### src/ssp_pkg.sv
// constants, register map and carrier types of the serial port block
// assumes an APB master on the core clock and a core that polls or takes the irq line
package ssp_pkg;
   localparam int ADDR_W = 12;
   // printed offsets are register indices; byte address is four times them
   localparam logic [9:0] IDX_DATA = 10'h07F;
   localparam logic [9:0] IDX_CTRL = 10'h0F8;
   localparam logic [9:0] IDX_IE = 10'h000;
   localparam logic [7:0] CTRL_RST = 8'h05;
   localparam logic [7:0] DATA_RST = 8'h00;
   localparam int B_DONE = 7;
   localparam int B_WRITE_COLLISION_FLAG = 6;
   localparam int B_IE = 0;
   localparam int PIN_SCLK = 0;
   localparam int PIN_MOSI = 1;
   localparam int PIN_MISO = 2;
   localparam int PIN_SEL = 3;
   localparam int PIN_N = 4;

   typedef struct packed {
      logic done;
      logic write_collision_flag;
      logic en;
      logic master;
      logic clock_idle_polarity;
      logic clock_phase_select;
      logic [1:0] rate;
   } ssp_ctrl_t;

   typedef struct packed {
      logic [PIN_N-1:0] o;
      logic [PIN_N-1:0] oe;
   } ssp_pins_t;

   typedef enum logic [1:0] {
      ST_IDLE,
      ST_MRUN,
      ST_SRUN
   } ssp_state_t;
endpackage : ssp_pkg

### src/ssp_port.sv
// byte-wide serial peripheral port, master and slave, with APB register access
// assumes pins are resolved outside from o/oe; general-purpose port logic supplies GP_O/GP_OE
//
// Register access over APB was left to the implementer.
module ssp_port import ssp_pkg::*; #(
   parameter int BYTE_BITS = 8
) (
   input wire logic MCLK,
   input wire logic SYS_RST,
   input wire logic PSEL,
   input wire logic PENABLE,
   input wire logic PWRITE,
   input wire logic [ADDR_W-1:0] PADDR,
   input wire logic [31:0] PWDATA,
   output logic [31:0] PRDATA,
   output logic PREADY,
   output logic PSLVERR,
   input wire logic [PIN_N-1:0] PIN_I,
   output logic [PIN_N-1:0] PIN_O,
   output logic [PIN_N-1:0] PIN_OE,
   input wire logic [PIN_N-1:0] GP_O,
   input wire logic [PIN_N-1:0] GP_OE,
   output logic [PIN_N-1:0] GP_I,
   input wire logic I2C_IRQ,
   output logic IRQ
);
   localparam int CW = $clog2(2 * BYTE_BITS + 1);

   // shift path and byte assembly are written for eight bits only
   if (BYTE_BITS != 8) begin : g_width_chk
      $error("serial port shifts whole bytes only");
   end

   function automatic logic hit(input logic [ADDR_W-1:0] a, input logic [9:0] idx);
      hit = (a == ADDR_W'({idx, 2'b00}));
   endfunction : hit

   ssp_ctrl_t ctrl_ff;
   ssp_state_t state_ff;
   ssp_pins_t pins_ff;
   logic [7:0] data_ff;
   logic [7:0] sh_ff;
   logic ie_ff;
   logic out_bit_ff;
   logic rx_bit_ff;
   logic sclk_ff;
   logic [3:0] div_ff;
   logic [CW-1:0] edge_ff;
   logic [PIN_N-1:0] sync1_ff;
   logic [PIN_N-1:0] sync2_ff;
   logic sclk_prev_ff;
   logic sel_prev_ff;
   logic pready_ff;
   logic pslverr_ff;
   logic [31:0] prdata_ff;
   logic irq_ff;

   // two-stage synchronisers; only the second stage is read
   genvar gi;
   generate
      for (gi = 0; gi < PIN_N; gi++) begin : g_sync
         always_ff @(posedge MCLK) begin
            if (SYS_RST) begin
               sync1_ff[gi] <= 1'b1;
               sync2_ff[gi] <= 1'b1;
            end else begin
               sync1_ff[gi] <= PIN_I[gi];
               sync2_ff[gi] <= sync1_ff[gi];
            end
         end
      end
   endgenerate

   // apb access decode
   logic acc, wr_en, rd_en, sel_data, sel_ctrl, sel_ie, mapped;
   assign acc = PSEL && PENABLE && pready_ff;
   assign wr_en = acc && PWRITE;
   assign rd_en = acc && !PWRITE;
   assign sel_data = hit(PADDR, IDX_DATA);
   assign sel_ctrl = hit(PADDR, IDX_CTRL);
   assign sel_ie = hit(PADDR, IDX_IE);
   assign mapped = sel_data || sel_ctrl || sel_ie;

   logic busy, data_wr, data_rd, ctrl_wr;
   assign data_wr = wr_en && sel_data;
   assign data_rd = rd_en && sel_data;
   assign ctrl_wr = wr_en && sel_ctrl;

   // slave link events from synchronised pins
   logic s_sclk, s_sel_n, s_mosi, s_miso;
   logic s_edge, s_lead, s_trail, sel_rise;
   assign s_sclk = sync2_ff[PIN_SCLK];
   assign s_sel_n = sync2_ff[PIN_SEL];
   assign s_mosi = sync2_ff[PIN_MOSI];
   assign s_miso = sync2_ff[PIN_MISO];
   assign s_edge = (s_sclk != sclk_prev_ff) && !s_sel_n;
   assign s_lead = s_edge && (sclk_prev_ff == ctrl_ff.clock_idle_polarity);
   assign s_trail = s_edge && (sclk_prev_ff != ctrl_ff.clock_idle_polarity);
   assign sel_rise = s_sel_n && !sel_prev_ff;

   // master half-period tick from the rate divider
   logic [3:0] half_m1;
   logic tick;
   assign half_m1 = 4'((5'h01 << ctrl_ff.rate) - 5'h01);
   assign tick = (state_ff == ST_MRUN) && (div_ff == half_m1);

   // unified edge roles for both modes
   logic lead, trail, rx_in;
   assign lead = (state_ff == ST_MRUN) ? (tick && !edge_ff[0]) : (state_ff == ST_SRUN && s_lead);
   assign trail = (state_ff == ST_MRUN) ? (tick && edge_ff[0]) : (state_ff == ST_SRUN && s_trail);
   assign rx_in = ctrl_ff.master ? s_miso : s_mosi;

   logic m_done, s_done, xfer_done;
   assign m_done = tick && (edge_ff == CW'(2 * BYTE_BITS - 1));
   // phase 1 ends on the eighth trailing edge, phase 0 on select release
   assign s_done = (state_ff == ST_SRUN) &&
      (ctrl_ff.clock_phase_select ? (s_trail && edge_ff == CW'(2 * BYTE_BITS - 1)) :
       (sel_rise && edge_ff == CW'(2 * BYTE_BITS)));
   assign xfer_done = m_done || s_done;
   assign busy = (state_ff == ST_MRUN) || (state_ff == ST_SRUN && edge_ff != '0);

   // transfer sequencing
   always_ff @(posedge MCLK) begin
      if (SYS_RST) begin
         state_ff <= ST_IDLE;
      end else begin
         case (state_ff)
            ST_IDLE: begin
               if (ctrl_ff.en && ctrl_ff.master && data_wr) begin
                  state_ff <= ST_MRUN;
               end else if (ctrl_ff.en && !ctrl_ff.master) begin
                  state_ff <= ST_SRUN;
               end
            end
            ST_MRUN: begin
               if (m_done || !ctrl_ff.en) begin
                  state_ff <= ST_IDLE;
               end
            end
            ST_SRUN: begin
               if (s_done || !ctrl_ff.en || ctrl_ff.master) begin
                  state_ff <= ST_IDLE;
               end
            end
            default: state_ff <= ST_IDLE;
         endcase
      end
   end

   // divider and edge counter; select pin plays no part in master mode
   always_ff @(posedge MCLK) begin
      if (SYS_RST) begin
         div_ff <= 4'h0;
         edge_ff <= '0;
      end else if (state_ff == ST_MRUN) begin
         div_ff <= tick ? 4'h0 : div_ff + 4'h1;
         if (tick) begin
            edge_ff <= edge_ff + CW'(1);
         end
      end else if (state_ff == ST_SRUN) begin
         div_ff <= 4'h0;
         if (s_sel_n && ctrl_ff.clock_phase_select) begin
            edge_ff <= edge_ff;
         end else if (s_done || (s_sel_n && !sel_rise)) begin
            edge_ff <= '0;
         end else if (s_edge) begin
            edge_ff <= (edge_ff == CW'(2 * BYTE_BITS)) ? CW'(1) : edge_ff + CW'(1);
         end
      end else begin
         div_ff <= 4'h0;
         edge_ff <= '0;
      end
   end

   // master clock level, idle at polarity between bursts
   always_ff @(posedge MCLK) begin
      if (SYS_RST) begin
         sclk_ff <= 1'b0;
      end else if (state_ff == ST_MRUN) begin
         if (tick) begin
            sclk_ff <= !sclk_ff;
         end
      end else begin
         sclk_ff <= ctrl_ff.clock_idle_polarity;
      end
   end

   // shift path, msb first; phase picks which edge shifts and which samples
   always_ff @(posedge MCLK) begin
      if (SYS_RST) begin
         sh_ff <= DATA_RST;
         out_bit_ff <= 1'b0;
         rx_bit_ff <= 1'b0;
      end else if (data_wr && !busy) begin
         sh_ff <= PWDATA[7:0];
         out_bit_ff <= PWDATA[7];
      end else if (ctrl_ff.clock_phase_select) begin
         if (lead) begin
            out_bit_ff <= sh_ff[7];
         end
         if (trail) begin
            sh_ff <= {sh_ff[6:0], rx_in};
         end
      end else begin
         if (lead) begin
            rx_bit_ff <= rx_in;
         end
         if (trail) begin
            sh_ff <= {sh_ff[6:0], rx_bit_ff};
            out_bit_ff <= sh_ff[6];
         end
      end
   end

   // received byte lands in the data register only at completion
   logic [7:0] rx_byte;
   assign rx_byte = (ctrl_ff.clock_phase_select || m_done) ? {sh_ff[6:0], rx_in} : sh_ff;
   always_ff @(posedge MCLK) begin
      if (SYS_RST) begin
         data_ff <= DATA_RST;
      end else if (xfer_done) begin
         data_ff <= (ctrl_ff.clock_phase_select || !ctrl_ff.master) ? rx_byte :
                    {sh_ff[6:0], rx_bit_ff};
      end else if (data_wr && !busy) begin
         data_ff <= PWDATA[7:0];
      end
   end

   // control register; hardware sets win over software clears
   always_ff @(posedge MCLK) begin
      if (SYS_RST) begin
         ctrl_ff <= ssp_ctrl_t'(CTRL_RST);
      end else begin
         if (ctrl_wr) begin
            ctrl_ff.en <= PWDATA[5];
            ctrl_ff.master <= PWDATA[4];
            ctrl_ff.clock_idle_polarity <= PWDATA[3];
            ctrl_ff.clock_phase_select <= PWDATA[2];
            ctrl_ff.rate <= PWDATA[1:0];
         end
         if (xfer_done) begin
            ctrl_ff.done <= 1'b1;
         end else if (data_rd || (ctrl_wr && !PWDATA[B_DONE])) begin
            ctrl_ff.done <= 1'b0;
         end
         if (data_wr && busy) begin
            ctrl_ff.write_collision_flag <= 1'b1;
         end else if (ctrl_wr && !PWDATA[B_WRITE_COLLISION_FLAG]) begin
            ctrl_ff.write_collision_flag <= 1'b0;
         end
      end
   end

   always_ff @(posedge MCLK) begin
      if (SYS_RST) begin
         ie_ff <= 1'b0;
      end else if (wr_en && sel_ie) begin
         ie_ff <= PWDATA[B_IE];
      end
   end

   // apb answer one cycle into the access phase
   logic [7:0] ctrl_rd;
   assign ctrl_rd = {ctrl_ff[7:1], ctrl_ff.master ? ctrl_ff.rate[0] : s_sel_n};
   always_ff @(posedge MCLK) begin
      if (SYS_RST) begin
         pready_ff <= 1'b0;
         pslverr_ff <= 1'b0;
         prdata_ff <= 32'h0000_0000;
      end else begin
         pready_ff <= PSEL && PENABLE && !pready_ff;
         pslverr_ff <= PSEL && PENABLE && !pready_ff && !mapped;
         if (PSEL && PENABLE && !pready_ff && !PWRITE) begin
            prdata_ff <= sel_data ? {24'h000000, data_ff} :
                         sel_ctrl ? {24'h000000, ctrl_rd} :
                         sel_ie ? {31'h0000_0000, ie_ff} : 32'h0000_0000;
         end
      end
   end

   // pin mux; port disabled gives the pins back to the general-purpose port
   always_ff @(posedge MCLK) begin
      if (SYS_RST) begin
         pins_ff <= '0;
      end else if (ctrl_ff.en) begin
         pins_ff.o[PIN_SCLK] <= ctrl_ff.master ? sclk_ff : 1'b0;
         pins_ff.oe[PIN_SCLK] <= ctrl_ff.master;
         pins_ff.o[PIN_MOSI] <= out_bit_ff;
         pins_ff.oe[PIN_MOSI] <= ctrl_ff.master;
         pins_ff.o[PIN_MISO] <= out_bit_ff;
         pins_ff.oe[PIN_MISO] <= !ctrl_ff.master && !s_sel_n;
         pins_ff.o[PIN_SEL] <= 1'b0;
         pins_ff.oe[PIN_SEL] <= 1'b0;
      end else begin
         pins_ff.o <= GP_O;
         pins_ff.oe <= GP_OE;
      end
   end

   // shared vector: serial and two-wire requests merge onto one line
   always_ff @(posedge MCLK) begin
      if (SYS_RST) begin
         irq_ff <= 1'b0;
      end else begin
         irq_ff <= (ctrl_ff.done && ie_ff) || I2C_IRQ;
      end
   end

   always_ff @(posedge MCLK) begin
      if (SYS_RST) begin
         // matches the synchroniser reset, so no false edge follows reset
         sclk_prev_ff <= 1'b1;
         sel_prev_ff <= 1'b1;
      end else begin
         sclk_prev_ff <= s_sclk;
         sel_prev_ff <= s_sel_n;
      end
   end

   assign PRDATA = prdata_ff;
   assign PREADY = pready_ff;
   assign PSLVERR = pslverr_ff;
   assign PIN_O = pins_ff.o;
   assign PIN_OE = pins_ff.oe;
   assign GP_I = sync2_ff;
   assign IRQ = irq_ff;

   // checks
   logic [CW:0] tog_ff;
   always_ff @(posedge MCLK) begin
      if (SYS_RST || state_ff != ST_MRUN) begin
         tog_ff <= '0;
      end else if (tick) begin
         tog_ff <= tog_ff + (CW+1)'(1);
      end
   end
endmodule : ssp_port

### config.mk
export PLATFORM = sky130hd
export DESIGN_NAME = ssp_port
export DESIGN_NICKNAME = d
export VERILOG_FILES = /design/src/ssp_pkg.sv /design/src/ssp_port.sv
export SDC_FILE = /design/constraint.sdc
export NUM_CORES = 1
export LEC_CHECK = 0
export ABC_AREA = 1
export BUFFER_PORTS_ARGS = -buffer_cell sky130_fd_sc_hd__buf_2
export CORE_MARGIN = 5
export CORE_UTILIZATION = 52
export DETAILED_ROUTE_END_ITERATION = 16
export GPL_ROUTABILITY_DRIVEN = 0
export GPL_TIMING_DRIVEN = 1
export PLACE_DENSITY_LB_ADDON = 0.3
export SLEW_MARGIN = 5
export SYNTH_ARGS = -nofsm -noshare
export SYNTH_HDL_FRONTEND = slang
export SYNTH_SLANG_ARGS = --single-unit
### constraint.sdc
create_clock -name MCLK -period 2.31 [get_ports MCLK]
set_input_delay 0.1155 -clock MCLK [delete_from_list [all_inputs] [get_ports MCLK]]
set_output_delay 0.1155 -clock MCLK [all_outputs]
set_load 0.05 [all_outputs]
# After elaboration in Yosys (flattened, before gate mapping)
# Index checks and enable logic that the tools add are counted.
[word_totals] reg_bits=92 in_bits=62 output_inout_bits=47 word_cells=173
[op_classes] add_sub_neg=3 n_eq_ne=17 shifts=1 muxes=40 n_bitwise=3 n_reduce_logical=75
[op_table] operator="two-way mux 8 bit" n=10
[op_table] operator="logical AND 1 bit" n=36
[op_table] operator="two-way mux 5 bit" n=7
[op_table] operator="two-way mux 1 bit" n=17
[op_table] operator="logical NOT 1 bit" n=13
[op_table] operator="equality test 12 x 10 -> 1 bit, second input constant" n=1
[op_table] operator="equality test 12 x 9 -> 1 bit, second input constant" n=1
[op_table] operator="logical NOT 12 bit" n=1
[op_table] operator="logical OR 1 bit" n=12
[op_table] operator="AND reduction 3 bit" n=3
[op_table] operator="two-way mux 2 bit" n=4
[op_table] operator="nonzero test 2 bit" n=4
[op_table] operator="two-way mux 7 bit" n=1
[op_table] operator="one-hot mux 2 bit (3 select lines)" n=1
[op_table] operator="adder 5 x 1 -> 5 bit, second input constant" n=1
[op_table] operator="equality test 5 x 4 -> 1 bit, second input constant" n=1
[op_table] operator="equality test 5 bit, second input constant" n=1
[op_table] operator="nonzero test 5 bit" n=1
[op_table] operator="adder 4 x 1 -> 4 bit, second input constant" n=1
[op_table] operator="equality test 4 bit" n=1
[op_table] operator="!= test 2 bit, second input constant" n=2
[op_table] operator="!= test 4 x 2 -> 1 bit, second input constant" n=1
[op_table] operator="left shift 1 x 2 -> 4 bit, first input constant" n=1
[op_table] operator="subtractor 4 x 1 -> 4 bit, second input constant" n=1
[op_table] operator="other kinds (14)" n=17

# Logic depth before layout (Yosys ltp)
# Gate-level depths: netlist of run 1.
[depth] depth_word=11 mapped_depth=13 depth_no_buf=12

# Least setup slack after synthesis of run 1
# Ideal clock, no wire load.
[synth_path] path_type="reg2reg" start="reg pready_ff (netlist: PREADY)" end="reg out_bit_ff" setup_ns=0.115 t_arrival_ns=1.796 t_required_ns=2.195 setup_slack_ns=0.399 stages_incl_launch_ff=11 path_buffers=1 period_less_slack_ns=1.911 cell_sequence="dfxtp_1 > nand3_1 > nor2_4 > nand4_2 > nor2_4 > buf_6 > nor2_2 > nand2_1 > nand3_1 > nand2_1 > nor2_1"
[synth_between] elab_chain_len=6 elab_cells_between_ends=8 cone_classes="eq/ne: 1; mux: 1; reduce/logical: 6"
[synth_lines] item="start: declaration" line="ssp_port.sv:53" rtl="logic pready_ff;"
[synth_lines] item="start signal: assignment" line="ssp_port.sv:271" rtl="pready_ff <= PSEL && PENABLE && !pready_ff;"
[synth_lines] item="logical AND 1 bit *" line="ssp_port.sv:76" rtl="assign acc = PSEL && PENABLE && pready_ff;"
[synth_lines] item="logical AND 1 bit *" line="ssp_port.sv:77" rtl="assign wr_en = acc && PWRITE;"
[synth_lines] item="logical AND 1 bit *" line="ssp_port.sv:85" rtl="assign data_wr = wr_en && sel_data;"
[synth_lines] item="logical AND 1 bit *" line="ssp_port.sv:194" rtl="end else if (data_wr && !busy) begin"
[synth_lines] item="!= test 3 x 1 -> 1 bit (no source line) or nonzero test 3 bit (tied branches)"
[synth_lines] item="AND reduction 2 bit (no source line)"
[synth_lines] item="end signal: assignment" line="ssp_port.sv:196" rtl="out_bit_ff <= PWDATA[7];"
[synth_lines] item="end signal: assignment" line="ssp_port.sv:199" rtl="out_bit_ff <= sh_ff[7];"
[synth_lines] item="end signal: assignment" line="ssp_port.sv:210" rtl="out_bit_ff <= sh_ff[6];"
[synth_lines] item="end: declaration" line="ssp_port.sv:44" rtl="logic out_bit_ff;"
# Mark *: on every way between the ends. The rest lies on a longest branch, timed or not.
# A chain may end at the register's enable or synchronous reset.

# Final worst setup path of run 1
[layout_path] start="reg edge_ff[0]" end="reg data_ff[3]"
[layout_between] elab_chain_len=6 elab_cells_between_ends=18 cone_classes="eq/ne: 2; mux: 4; reduce/logical: 12"
[layout_lines] item="start: declaration" line="ssp_port.sv:48" rtl="logic [CW-1:0] edge_ff;"
[layout_lines] item="start signal: assignment" line="ssp_port.sv:158" rtl="edge_ff <= edge_ff + CW'(1);"
[layout_lines] item="start signal: assignment" line="ssp_port.sv:163" rtl="edge_ff <= edge_ff;"
[layout_lines] item="start signal: assignment" line="ssp_port.sv:167" rtl="edge_ff <= (edge_ff == CW'(2 * BYTE_BITS)) ? CW'(1) : edge_ff + CW'(1);"
[layout_lines] item="equality test 5 x 4 -> 1 bit, or another cell as far along" line="ssp_port.sv:114, ssp_port.sv:117"
[layout_lines] item="logical AND 1 bit (on tied branches)"
[layout_lines] item="logical OR 1 bit, or another cell as far along" line="ssp_port.sv:217" rtl="assign rx_byte = (ctrl_ff.clock_phase_select || m_done) ? {sh_ff[6:0], rx_in} : sh_ff;"
[layout_lines] item="two-way mux 8 bit, or another cell as far along" line="ssp_port.sv:217"
[layout_lines] item="two-way mux 8 bit, or another cell as far along" line="ssp_port.sv:222" rtl="data_ff <= (ctrl_ff.clock_phase_select || !ctrl_ff.master) ? rx_byte :"
[layout_lines] item="two-way mux 8 bit or nonzero test 2 bit (tied branches)"
[layout_lines] item="end signal: assignment" line="ssp_port.sv:222"
[layout_lines] item="end signal: assignment" line="ssp_port.sv:225" rtl="data_ff <= PWDATA[7:0];"
[layout_lines] item="end: declaration" line="ssp_port.sv:41" rtl="logic [7:0] data_ff;"
# Several ways; a longest one is shown, not always the timed one.

==> results by group, run 1 <==
Outcome
  – Status: completed

Drt
  – Avg WL per Cell: ~13 µm
  – DRC: 0
  – Vias/cell: 5.13
  – Drt pass-1 iters: 5
  – Via count: 3608
  – Post-detailed-route count of antenna-violating nets: 0
  – Starting DRC count in detailed routing: 200
  – WL final: 9220 µm

STA
  – Final worst slack: ~0.29 ns
  – RSZ-0062 raised after global routing: no
  – Final setup skew: ~0.011 ns
  – Final worst-path cycle share: 0.872
  – Hold Violations, Final: 0
  – Final setup viols: 0
  – WHS: 0.00467 ns
  – Final Max Tran Viols: 0
  – Minimum clock period: 2.02 ns
  – Setup TNS: 0 ns
  – Achievable Freq: 496 MHz
  – Rel. slew slack: 0.412
  – Slew at the pin closest to its max-slew limit: 0.882 ns

CTS
  – Clock Sinks: 68
  – Total CTS buffers: 9
  – Clock root cell: clkbuf_8
  – Worst skew pair latency: 0.34 ns
  – Worst-path clk slew: roughly 0.070 ns
  – Postcts setup bufs: 0
  – Htree depth: 3
  – Post-CTS Resized: 0
  – CTS tree: yes
  – CTS Buffer Depth: 2
  – Hold_buf cts: 10

Yosys
  – Synth cell types: 40
  – Synth area leaders: dfxtp_1 (37%), nand2_1 (13%), nor2_1 (8.1%), inv_1 (6.5%), buf_4 (5.8%)
  – Synth async-reset ratio: 0
  – Yosys reg bits: 68
  – Synthesized area per cell: 6.83 µm²
  – Mapped Area: about 0.0036 mm²
  – Post-synth top area share: 0.374
  – Synthesis warning total: 0
  – Top FF cell, synth: dfxtp_1
  – Syn Inst Count: 533
  – Register area share after synthesis: 0.374
  – Number of flops mapped to enable cells by yosys: 0
  – Area leader, netlist: dfxtp_1

Floorplanning
  – Die width: 93.7 µm
  – Chip Height: 93.7 µm
  – Initial core utilization: 0.536
  – Number of core rows: 30
  – Total core area: 0.00679 mm²
  – Top-Level Pins: 109
  – Die area: 0.00878 mm²

Pwr
  – Power Density: 596 mW/mm²
  – NetSw: 0.690 mW
  – Combinational share of power: 0.121
  – Clk network pwr share: 0.399
  – Switching share of power: 0.274
  – Power Total: 2.51 mW
  – Sequential Power Share: 0.479
  – Maximum vdd drop: roughly 320 µV
  – Int Power: 1.82 mW
  – Static leakage: between 1.5 and 2 nW

Critical path
  – Cells on worst reg2reg path: 11
  – Nature of the critical path endpoint: register
  – FF-to-FF setup slack: 0.29 ns
  – Crit path from: edge_ff[0]
  – Critical Path AT: 2.26 ns
  – FF-to-FF End: data_ff[3]
  – Required time of the critical path: 2.55 ns
  – RR Startpoint: edge_ff[0]
  – Critical path class: register to register
  – Startpoint types: register
  – CP max FO: 8

Placement
  – IO Port Bufs: 60
  – DP HPWL: just under 7000 µm
  – Setup Slack @ Placement: 0.350 ns
  – Placed cell count: 678
  – Post-Place Cell Area: 0.00391 mm²

Global routing
  – Largest net degree at the start of global routing: 36
  – GR Util All Layers: 0.217
  – Number of global-route vias before repair: 3419
  – Initial antenna violation count: 0
  – GR Overflow Total: 0
  – First-pass GRT wire length: around 15000 µm

Layout
  – Share of layout cells above drive strength 1: 0.188
  – Design area: 0.00422 mm²
  – Nets: 669
  – Non-Filler Instances: slightly above 700
  – Core Util, Final: 0.621
  – P&R area growth vs syn: 15.8%
  – Ant. Diodes: 0

Worst hold path
  – Sink of the worst hold path: PIN_OE[1]
  – Cells on Worst Hold Path: 3
  – Worst hold start: GP_OE[1]
  – Hold/Removal Path Class: input port to register

Flow run
  – Max-cap violations: 0
-- metal layers --
layer	vias up	global-route usage	routed length, µm
met3	20	0.0473	577
met5	-	0	0
li1	1795	-	-
met2	111	0.386	4710
met1	1682	0.250	3700
met4	0	0.0915	238
-- worst max path at each step --
stage	endpoint	slack [ns]	cells after the start
3_5_place_dp	data_ff[3]	0.35	11
4_1_cts	data_ff[3]	0.31	11
5_1_grt	data_ff[3]	0.12	11
2_1_floorplan	out_bit_ff	0.40	10
3_3_place_gp	data_ff[1]	0.40	11
6_report	data_ff[3]	0.29	11
-- power groups by stage --
stage | clock network (mW) | registers, mW | logic (mW)
6_report | 1.00 | 1.21 | 0.305
5_1_grt | 1.07 | 1.21 | 0.323
4_1_cts | 1.01 | 1.21 | 0.304
3_5_place_dp | 0 | 1.23 | 0.290
3_3_place_gp | 0 | 1.23 | 0.288
2_1_floorplan | 0 | 1.29 | 0.192
-- logic make-up (layout without fill, tap and decap cells) --
logic type	count (synthesis)	in the layout	synth area share
xor gates and xnor gates	5	5	0.0120
and+or+nand+nor	284	284	0.352
buffers and inverters	108	160	0.145
adders and majority gates	4	4	0.0137
other	1	24	0.00103
DFF	68	68	0.374
AOI/OAI and AO/OA	63	63	0.103
-- critical path, stage by stage (launching register included) --
cell	delay [ns]
dfxtp_1	0.43
ha_1	0.22
nand2_1	0.06
nor2_1	0.09
ha_1	0.20
nand4_2	0.23
nand3_2	0.23
inv_1	0.16
nand2_1	0.09
nand3_1	0.07
nand2_1	0.10
inv_1	0.04
-- synth_stat cells, types with 5 or more instances --
library cell    n
nor2_1         79
inv_2           7
dfxtp_1        68
or2_2          10
nand3_1        41
o21ai_1         7
nand2_1       123
nor3_1          5
a21oi_1        16
o21ai_0        16
clkbuf_1        7
inv_1          63
o221ai_1        5
buf_4          28
nand4_1         7
a31oi_1         7
-- cell type report --
cell class                 instances  area, µm²
timing repair buffer              74        430
clock buffer                      12        155
sequential                        68       1360
inverter                          70        263
clock inverter                     4       47.5
fill                             652       2580
multi-input combinational        380       1840
tap                               96        120
-- flip-flops by register name (all words and copies together), names as in the netlist, 2 cells and up --
signal and flops:
PRDATA 8, ctrl_ff 8, data_ff 8, sh_ff 8, edge_ff 5, PIN_OE 4, PIN_O 4, div_ff 4
sync1_ff 4, state_ff 2
-- placed cells by master, fill, tap and decap left out, drive strengths merged, types with 2 or more instances in the layout --
cell type    instances
nand2              126
nor2                86
inv                 70
dfxtp               68
buf                 64
nand3               43
conb                24
o21ai               24
a21oi               16
clkbuf              12
or2                 11
dlygate4sd3         10
nand4                9
a31oi                7
nor3                 6
o221ai               5
a211oi               4
o211ai               4
xor2                 4
ha                   4
clkinv               2
nor4                 2
Power figures use the tool's default switching activity.
==> run 2: changes to the inputs <==
Settings changed: ABC_AREA 1 to default, CORE_UTILIZATION 52 to 51, GPL_ROUTABILITY_DRIVEN 0 to default.
==> run 2 against run 1 <==
  * Design area fell by 0.21%
  * Register-to-register slack got worse by 0.24 ns
  * Worst setup slack got worse by 0.24 ns
  * Critical path type unchanged
  * Die area fell by 1.7%
  * Largest power group unchanged
  * Clock skew fell by 0.0019 ns
==> results by group, run 2 <==
Global routing
  – First-pass GRT wire length: 13600 µm
  – Largest net degree at the start of global routing: between 50 and 60
  – Number of global-route vias before repair: ~2.9k
  – GR Util All Layers: 0.196
  – Initial antenna violation count: 0
  – GR Overflow Total: 0

Yosys
  – Yosys reg bits: between 60 and 70
  – Area leader, netlist: dfxtp_1
  – Synth area leaders: dfxtp_1 (39%), buf_4 (6.4%), mux2i_1 (6.0%), a211oi_1 (4.3%), nor2_1 (3.4%)
  – Register area share after synthesis: 0.388
  – Synthesized area per cell: 9.13 µm²
  – Synth cell types: 69
  – Top FF cell, synth: dfxtp_1
  – Mapped Area: 0.00350 mm²
  – Post-synth top area share: 0.388
  – Synthesis warning total: 0
  – Top-count cell post-synth: dfxtp_1
  – Syn Inst Count: 384
  – Synth async-reset ratio: 0
  – List of most frequent post-synthesis cells: dfxtp_1 (68), nor2_1 (32), buf_4 (30), nand2_1 (30)
  – Number of flops mapped to enable cells by yosys: 0

Critical path
  – RR Startpoint: edge_ff[0]
  – Buf/Inv on CP: 1
  – Critical path class: register to register
  – Top delay family on crit path: simple AND/OR/NAND/NOR gates
  – Worst path cell trace: inv_4 -> ha_4 -> nand4bb_1 -> or4_4 -> a32oi_2 -> o22ai_4 -> or4b_4 -> a21oi_2
  – Crit path from: edge_ff[0]
  – Crit-path slowest cell: or4_4
  – Required time of the critical path: 2.59 ns
  – CP max FO: 7
  – Nature of the critical path endpoint: register
  – CP peak stage delay: 0.51 ns
  – Critical Path AT: about 2.5 ns
  – Startpoint types: register

Floorplanning
  – Die width: 92.9 µm
  – Initial core utilization: 0.519
  – Chip Height: 92.9 µm
  – Die area: 0.00863 mm²
  – Top-Level Pins: 109
  – Number of core rows: 30
  – Total core area: 0.00676 mm²

Layout
  – Nets: approximately 530
  – Ant. Diodes: 0
  – Design area: 0.00421 mm²
  – Core Util, Final: 0.623
  – Commonest cells after routing, fill and taps aside: dfxtp_1 (63), buf_2 (60), nor2_1 (32)
  – P&R area growth vs syn: 20.1%
  – Most common cell after layout, fill and taps aside: dfxtp_1
  – Share of layout cells above drive strength 1: 0.319
  – Fill cells: ~600
  – FF/Latch Area: 0.00137 mm²
  – Area taken by multi-input logic gates: 0.00197 mm²

Pwr
  – Switching share of power: 0.273
  – Int Power: 1.79 mW
  – Clk network pwr share: 0.395
  – NetSw: 0.671 mW
  – Sequential Power Share: 0.490
  – Maximum vdd drop: about 370 µV
  – Power Density: 584 mW/mm²
  – Static leakage: 1.74 nW
  – Combinational share of power: 0.115

Drt
  – Post-detailed-route count of antenna-violating nets: 0
  – Starting DRC count in detailed routing: 185
  – WL final: 8350 µm
  – Avg WL per Cell: 15.3 µm
  – Drt pass-1 iters: 4
  – Vias/cell: approximately 5.6
  – Via count: 3041
  – DRC: 0

CTS
  – Worst skew pair latency: 0.35 ns
  – Htree depth: 3
  – CTS tree: yes
  – CTS Buffer Depth: 2
  – Worst-path clk slew: roughly 0.07 ns
  – Total CTS buffers: 9
  – Clock root cell: clkbuf_8
  – Clock Sinks: 68

Placement
  – Final GP Congestion: 0.849
  – DP HPWL: 5880 µm
  – Post-Place Cell Area: 0.00383 mm²
  – IO Port Bufs: 60

STA
  – Rel. slew slack: 0.366
  – Achievable Freq: 443 MHz
  – Final Max Tran Viols: 0
  – Minimum clock period: 2.26 ns
  – Final worst-path cycle share: 0.977
  – Slew at the pin closest to its max-slew limit: 0.950 ns
  – Final setup viols: 0
  – RSZ-0062 raised after global routing: yes
  – Final setup skew: 0.00922 ns
  – Hold Violations, Final: 0

Flow run
  – Max-cap violations: 0

Outcome
  – Status: completed

Worst hold path
  – Hold/Removal Path Class: input port to register
  – Worst hold start: I2C_IRQ
## run 2: cell count changes after synthesis, moves of 6 or more
cell      before  now
a22oi_1        1    7
nand3_1       41    6
a211oi_1       4   20
nand2b_1       0   12
mux2i_1        0   21
nand2_1      123   30
o21ai_1        7    0
inv_1         63    5
inv_2          7    0
o21ai_0       16    6
nor2_1        79   32
clkbuf_1       7   16
## run 2: cell families (layout without fill, tap and decap cells)
logic type,Yosys count,in the layout,synth area share
AO/OA/AOI/OAI,85,85,0.189
AND/OR/NAND/NOR,145,145,0.238
XOR/XNOR,4,4,0.0100
buffers and inverters,55,112,0.0957
flip-flops,68,68,0.388
adder cells (fa/ha/maj),4,4,0.0143
other,1,24,0.00107
multiplexers,22,22,0.0632
## run 2: layout make-up
| cell class | instances | share of cell area |
|---|---|---|
| sequential | 68 | 0.326 |
| inverter | 5 | 0.00506 |
| clock buffer | 12 | 0.0345 |
| clock inverter | 4 | 0.0116 |
| timing repair buffer | 91 | 0.130 |
| multi-input combinational | 284 | 0.469 |
| tap | 80 | 0.0238 |
## run 2: metal layers
layer / wire, µm / track usage / vias up / share of wire
li1: - / - / 1498 / -
met1: 3570 / 0.248 / 1433 / 0.43
met2: 4070 / 0.319 / 98 / 0.49
met3: 574 / 0.0593 / 12 / 0.069
met4: 131 / 0.0672 / 0 / 0.016
met5: 0 / 0 / - / 0
## run 2: worst min-delay path: cells and delay by family
kind | cells | cell delay, ns
and+or+nand+nor | 1 | 0.08
AOI/OAI and AO/OA | 1 | 0.04
buffers and inverters | 1 | 0.08
## run 2: per-stage QoR
step | cells | power, mW | hold WS [ns] | setup WS, ns | TNS, ns
after global routing | 544 | 2.56 | 0.00774 | -0.0423 | -0.0695
after floorplan | 407 | 1.48 | 0.219 | 0.00517 | 0
after CTS | 541 | 2.47 | 0.00392 | 0.0102 | 0
final | 544 | 2.46 | 0.0204 | 0.0525 | 0
after global placement | 518 | 1.51 | 0.299 | -0.00600 | -0.00600
after detailed placement | 518 | 1.51 | 0.300 | -0.0759 | -0.0759
## run 2: power groups by stage
stage	combinational [mW]	clock (mW)	sequential (mW)
after global placement	0.273	0	1.23
after detailed placement	0.276	0	1.23
after CTS	0.282	0.984	1.21
final	0.283	0.970	1.20
after global routing	0.300	1.05	1.21
after floorplan	0.188	0	1.29
## run 2: final timing paths
path | endpoint | slack (ns) | cells past startpoint
min reg2reg | s_sel_n | 0.41 | 1
max reg2reg | edge_ff[2] | 0.05 | 8
max | edge_ff[2] | 0.05 | 8
min | IRQ | 0.02 | 3
## run 2: what timing repair did
item / CTS / global route
hold endpoints to repair: 4 / 0
gates resized for setup: 4 / 21
buffers inserted: 3 / 3
setup endpoints to repair: 2 / 13
hold buffers: 4 / 0
pin swaps: 3 / 9
==> run 3: changes to the inputs <==
Settings changed: CORE_UTILIZATION 51 to 35.
==> run 3 against run 2 <==
  * The flow now finishes with violations (negative setup slack)
  * Cell count up 9.7%
  * First-iteration DRC count down 14%
  * Sequential share of layout area down 0.76 points
  * Clock skew down 0.0032 ns
  * Combinational power up 2%
  * Sequential power about the same
  * Largest cell class unchanged
  * Largest power group unchanged
==> results by group, run 3 (same netlist as run 2, synthesis figures left out) <==
Layout
  – Non-Filler Instances: 597
  – Fill cells: 960
  – P&R area growth vs syn: 22.5%
  – Nets: between 500 and 600
  – Ant. Diodes: 0
  – Commonest cells after routing, fill and taps aside: dfxtp_1 (65), buf_2 (60), nor2_1 (32)
  – Most common cell after layout, fill and taps aside: dfxtp_1
  – Share of layout cells above drive strength 1: 0.317

Critical path
  – Worst path cell trace: inv_4 -> ha_4 -> nand4bb_1 -> or4_4 -> a32oi_4 -> o22ai_4 -> or4b_4 -> a21oi_2
  – CP max FO: 7
  – Crit-path slowest cell: or4_4
  – Required time of the critical path: around 2.6 ns
  – CP peak stage delay: 0.54 ns
  – Critical path class: register to register
  – Nature of the critical path endpoint: register
  – Startpoint types: register
  – Buf/Inv on CP: 1
  – Top delay family on crit path: simple AND/OR/NAND/NOR gates
  – Critical Path AT: ~2.6 ns

Placement
  – DP HPWL: 6350 µm
  – IO Port Bufs: 60
  – Final GP Congestion: just over 0.8
  – Setup Slack @ Placement: -0.0430 ns
  – Placed cell count: 574

Global routing
  – GR Overflow Total: 0
  – First-pass GRT wire length: between 10000 and 15000 µm
  – Largest net degree at the start of global routing: 28
  – Number of global-route vias before repair: 2806
  – GR Util All Layers: 0.146
  – Initial antenna violation count: 0

CTS
  – Worst skew pair latency: 0.34 ns
  – Clock Sinks: slightly below 70
  – Total CTS buffers: 9
  – Clock root cell: clkbuf_8
  – Worst-path clk slew: 0.07 ns
  – CTS Buffer Depth: 2
  – CTS tree: yes
  – Htree depth: 3

STA
  – Hold Violations, Final: 0
  – Final setup viols: 1
  – Final Max Tran Viols: 0
  – Final worst slack: -0.0115 ns
  – Rel. slew slack: 0.651
  – Minimum clock period: 2.32 ns
  – Setup TNS: -0.0115 ns
  – RSZ-0062 raised after global routing: yes
  – Final setup skew: 0.00599 ns
  – Slew at the pin closest to its max-slew limit: 0.523 ns
  – WHS: 0.0189 ns
  – Final worst-path cycle share: 1.00
  – Achievable Freq: 431 MHz

Drt
  – Via count: 3006
  – DRC: 0
  – WL final: 8710 µm
  – Avg WL per Cell: 14.6 µm
  – Met2 routed WL: between 4000 and 5000 µm
  – Starting DRC count in detailed routing: approximately 160
  – Post-detailed-route count of antenna-violating nets: 0
  – Met3 WL post-DR: 612 µm
  – Top sig layer: met4
  – Vias/cell: 5.04
  – Met1 wire length: 3970 µm
  – Drt pass-1 iters: 4

Pwr
  – Static leakage: 1.75 nW
  – Maximum vdd drop: 258 µV
  – Power Density: ~560 mW/mm²
  – Power Total: 2.42 mW

Floorplanning
  – Die area: around 0.012 mm²
  – Initial core utilization: 0.359
  – Top-Level Pins: 109
  – Chip Height: 110 µm
  – Total core area: 0.00977 mm²
  – Number of core rows: 36
  – Die width: 110 µm

Outcome
  – Status: finished, violations left
  – Failing checks: negative setup slack

Worst hold path
  – Hold/Removal Path Class: input port to register

Flow run
  – Max-cap violations: 0
-- run 3: cell types whose count changed in the layout (fill, tap and decap cells not counted), sizes merged --
cell and delta:
clkinvlp +1, dlygate4sd3 +1, buf -1, bufinv -1
-- run 3: worst paths after layout --
| path | from | end | slack (ns) | cells after the start |
|---|---|---|---|---|
| setup / recovery | edge_ff[0] | edge_ff[2] | -0.01 | 8 |
| hold / removal | GP_OE[2] | PIN_OE[2] | 0.02 | 3 |
| setup reg to reg | edge_ff[0] | edge_ff[2] | -0.01 | 8 |
| hold reg to reg | sync1_ff[2] | s_miso | 0.41 | 1 |
-- run 3: what timing repair did --
item	CTS	global route
pin swaps	3	5
resized for setup	4	20
endpoints found under the setup margin	5	20
setup buffers	0	2
hold buffers	5	0
endpoints found under the hold margin	5	0
-- run 3: worst reg2reg max path: stages (launching register included) --
cell       delay [ns]
dfxtp_4          0.37
inv_4            0.06
ha_4             0.11
nand4bb_1        0.15
or4_4            0.54
a32oi_4          0.26
o22ai_4          0.13
or4b_4           0.51
a21oi_2          0.14
-- run 3: layout make-up --
class,instances,area (µm²),share of cell area
Clock buffer,12,165,0.0385
Clock inverter,4,22.5,0.00525
Inverter,5,21.3,0.00495
Multi-Input combinational cell,284,1980,0.462
Sequential cell,68,1370,0.319
Tap cell,133,166,0.0388
Timing Repair Buffer,91,566,0.132
-- run 3: through the flow --
step                 util  instance area (µm²)
floorplan               -                 3590
global placement    0.402                 3930
detailed placement  0.402                 3930
CTS                 0.429                 4190
global route        0.439                 4290
finish              0.439                 4290
-- run 3: report_power, final --
| part | leakage (nW) | switching [mW] | internal (mW) |
|---|---|---|---|
| sequential | 0.555 | 0.0101 | 1.19 |
| combinational | 1.10 | 0.221 | 0.0688 |
| clock | 0.0982 | 0.452 | 0.472 |
| total | 1.75 | 0.683 | 1.74 |
-- run 3: routing by layer --
layer  track usage  vias up
li1              -     1499
met1         0.195     1409
met2         0.233       92
met5             0        -
met4        0.0329        0
met3        0.0448        6
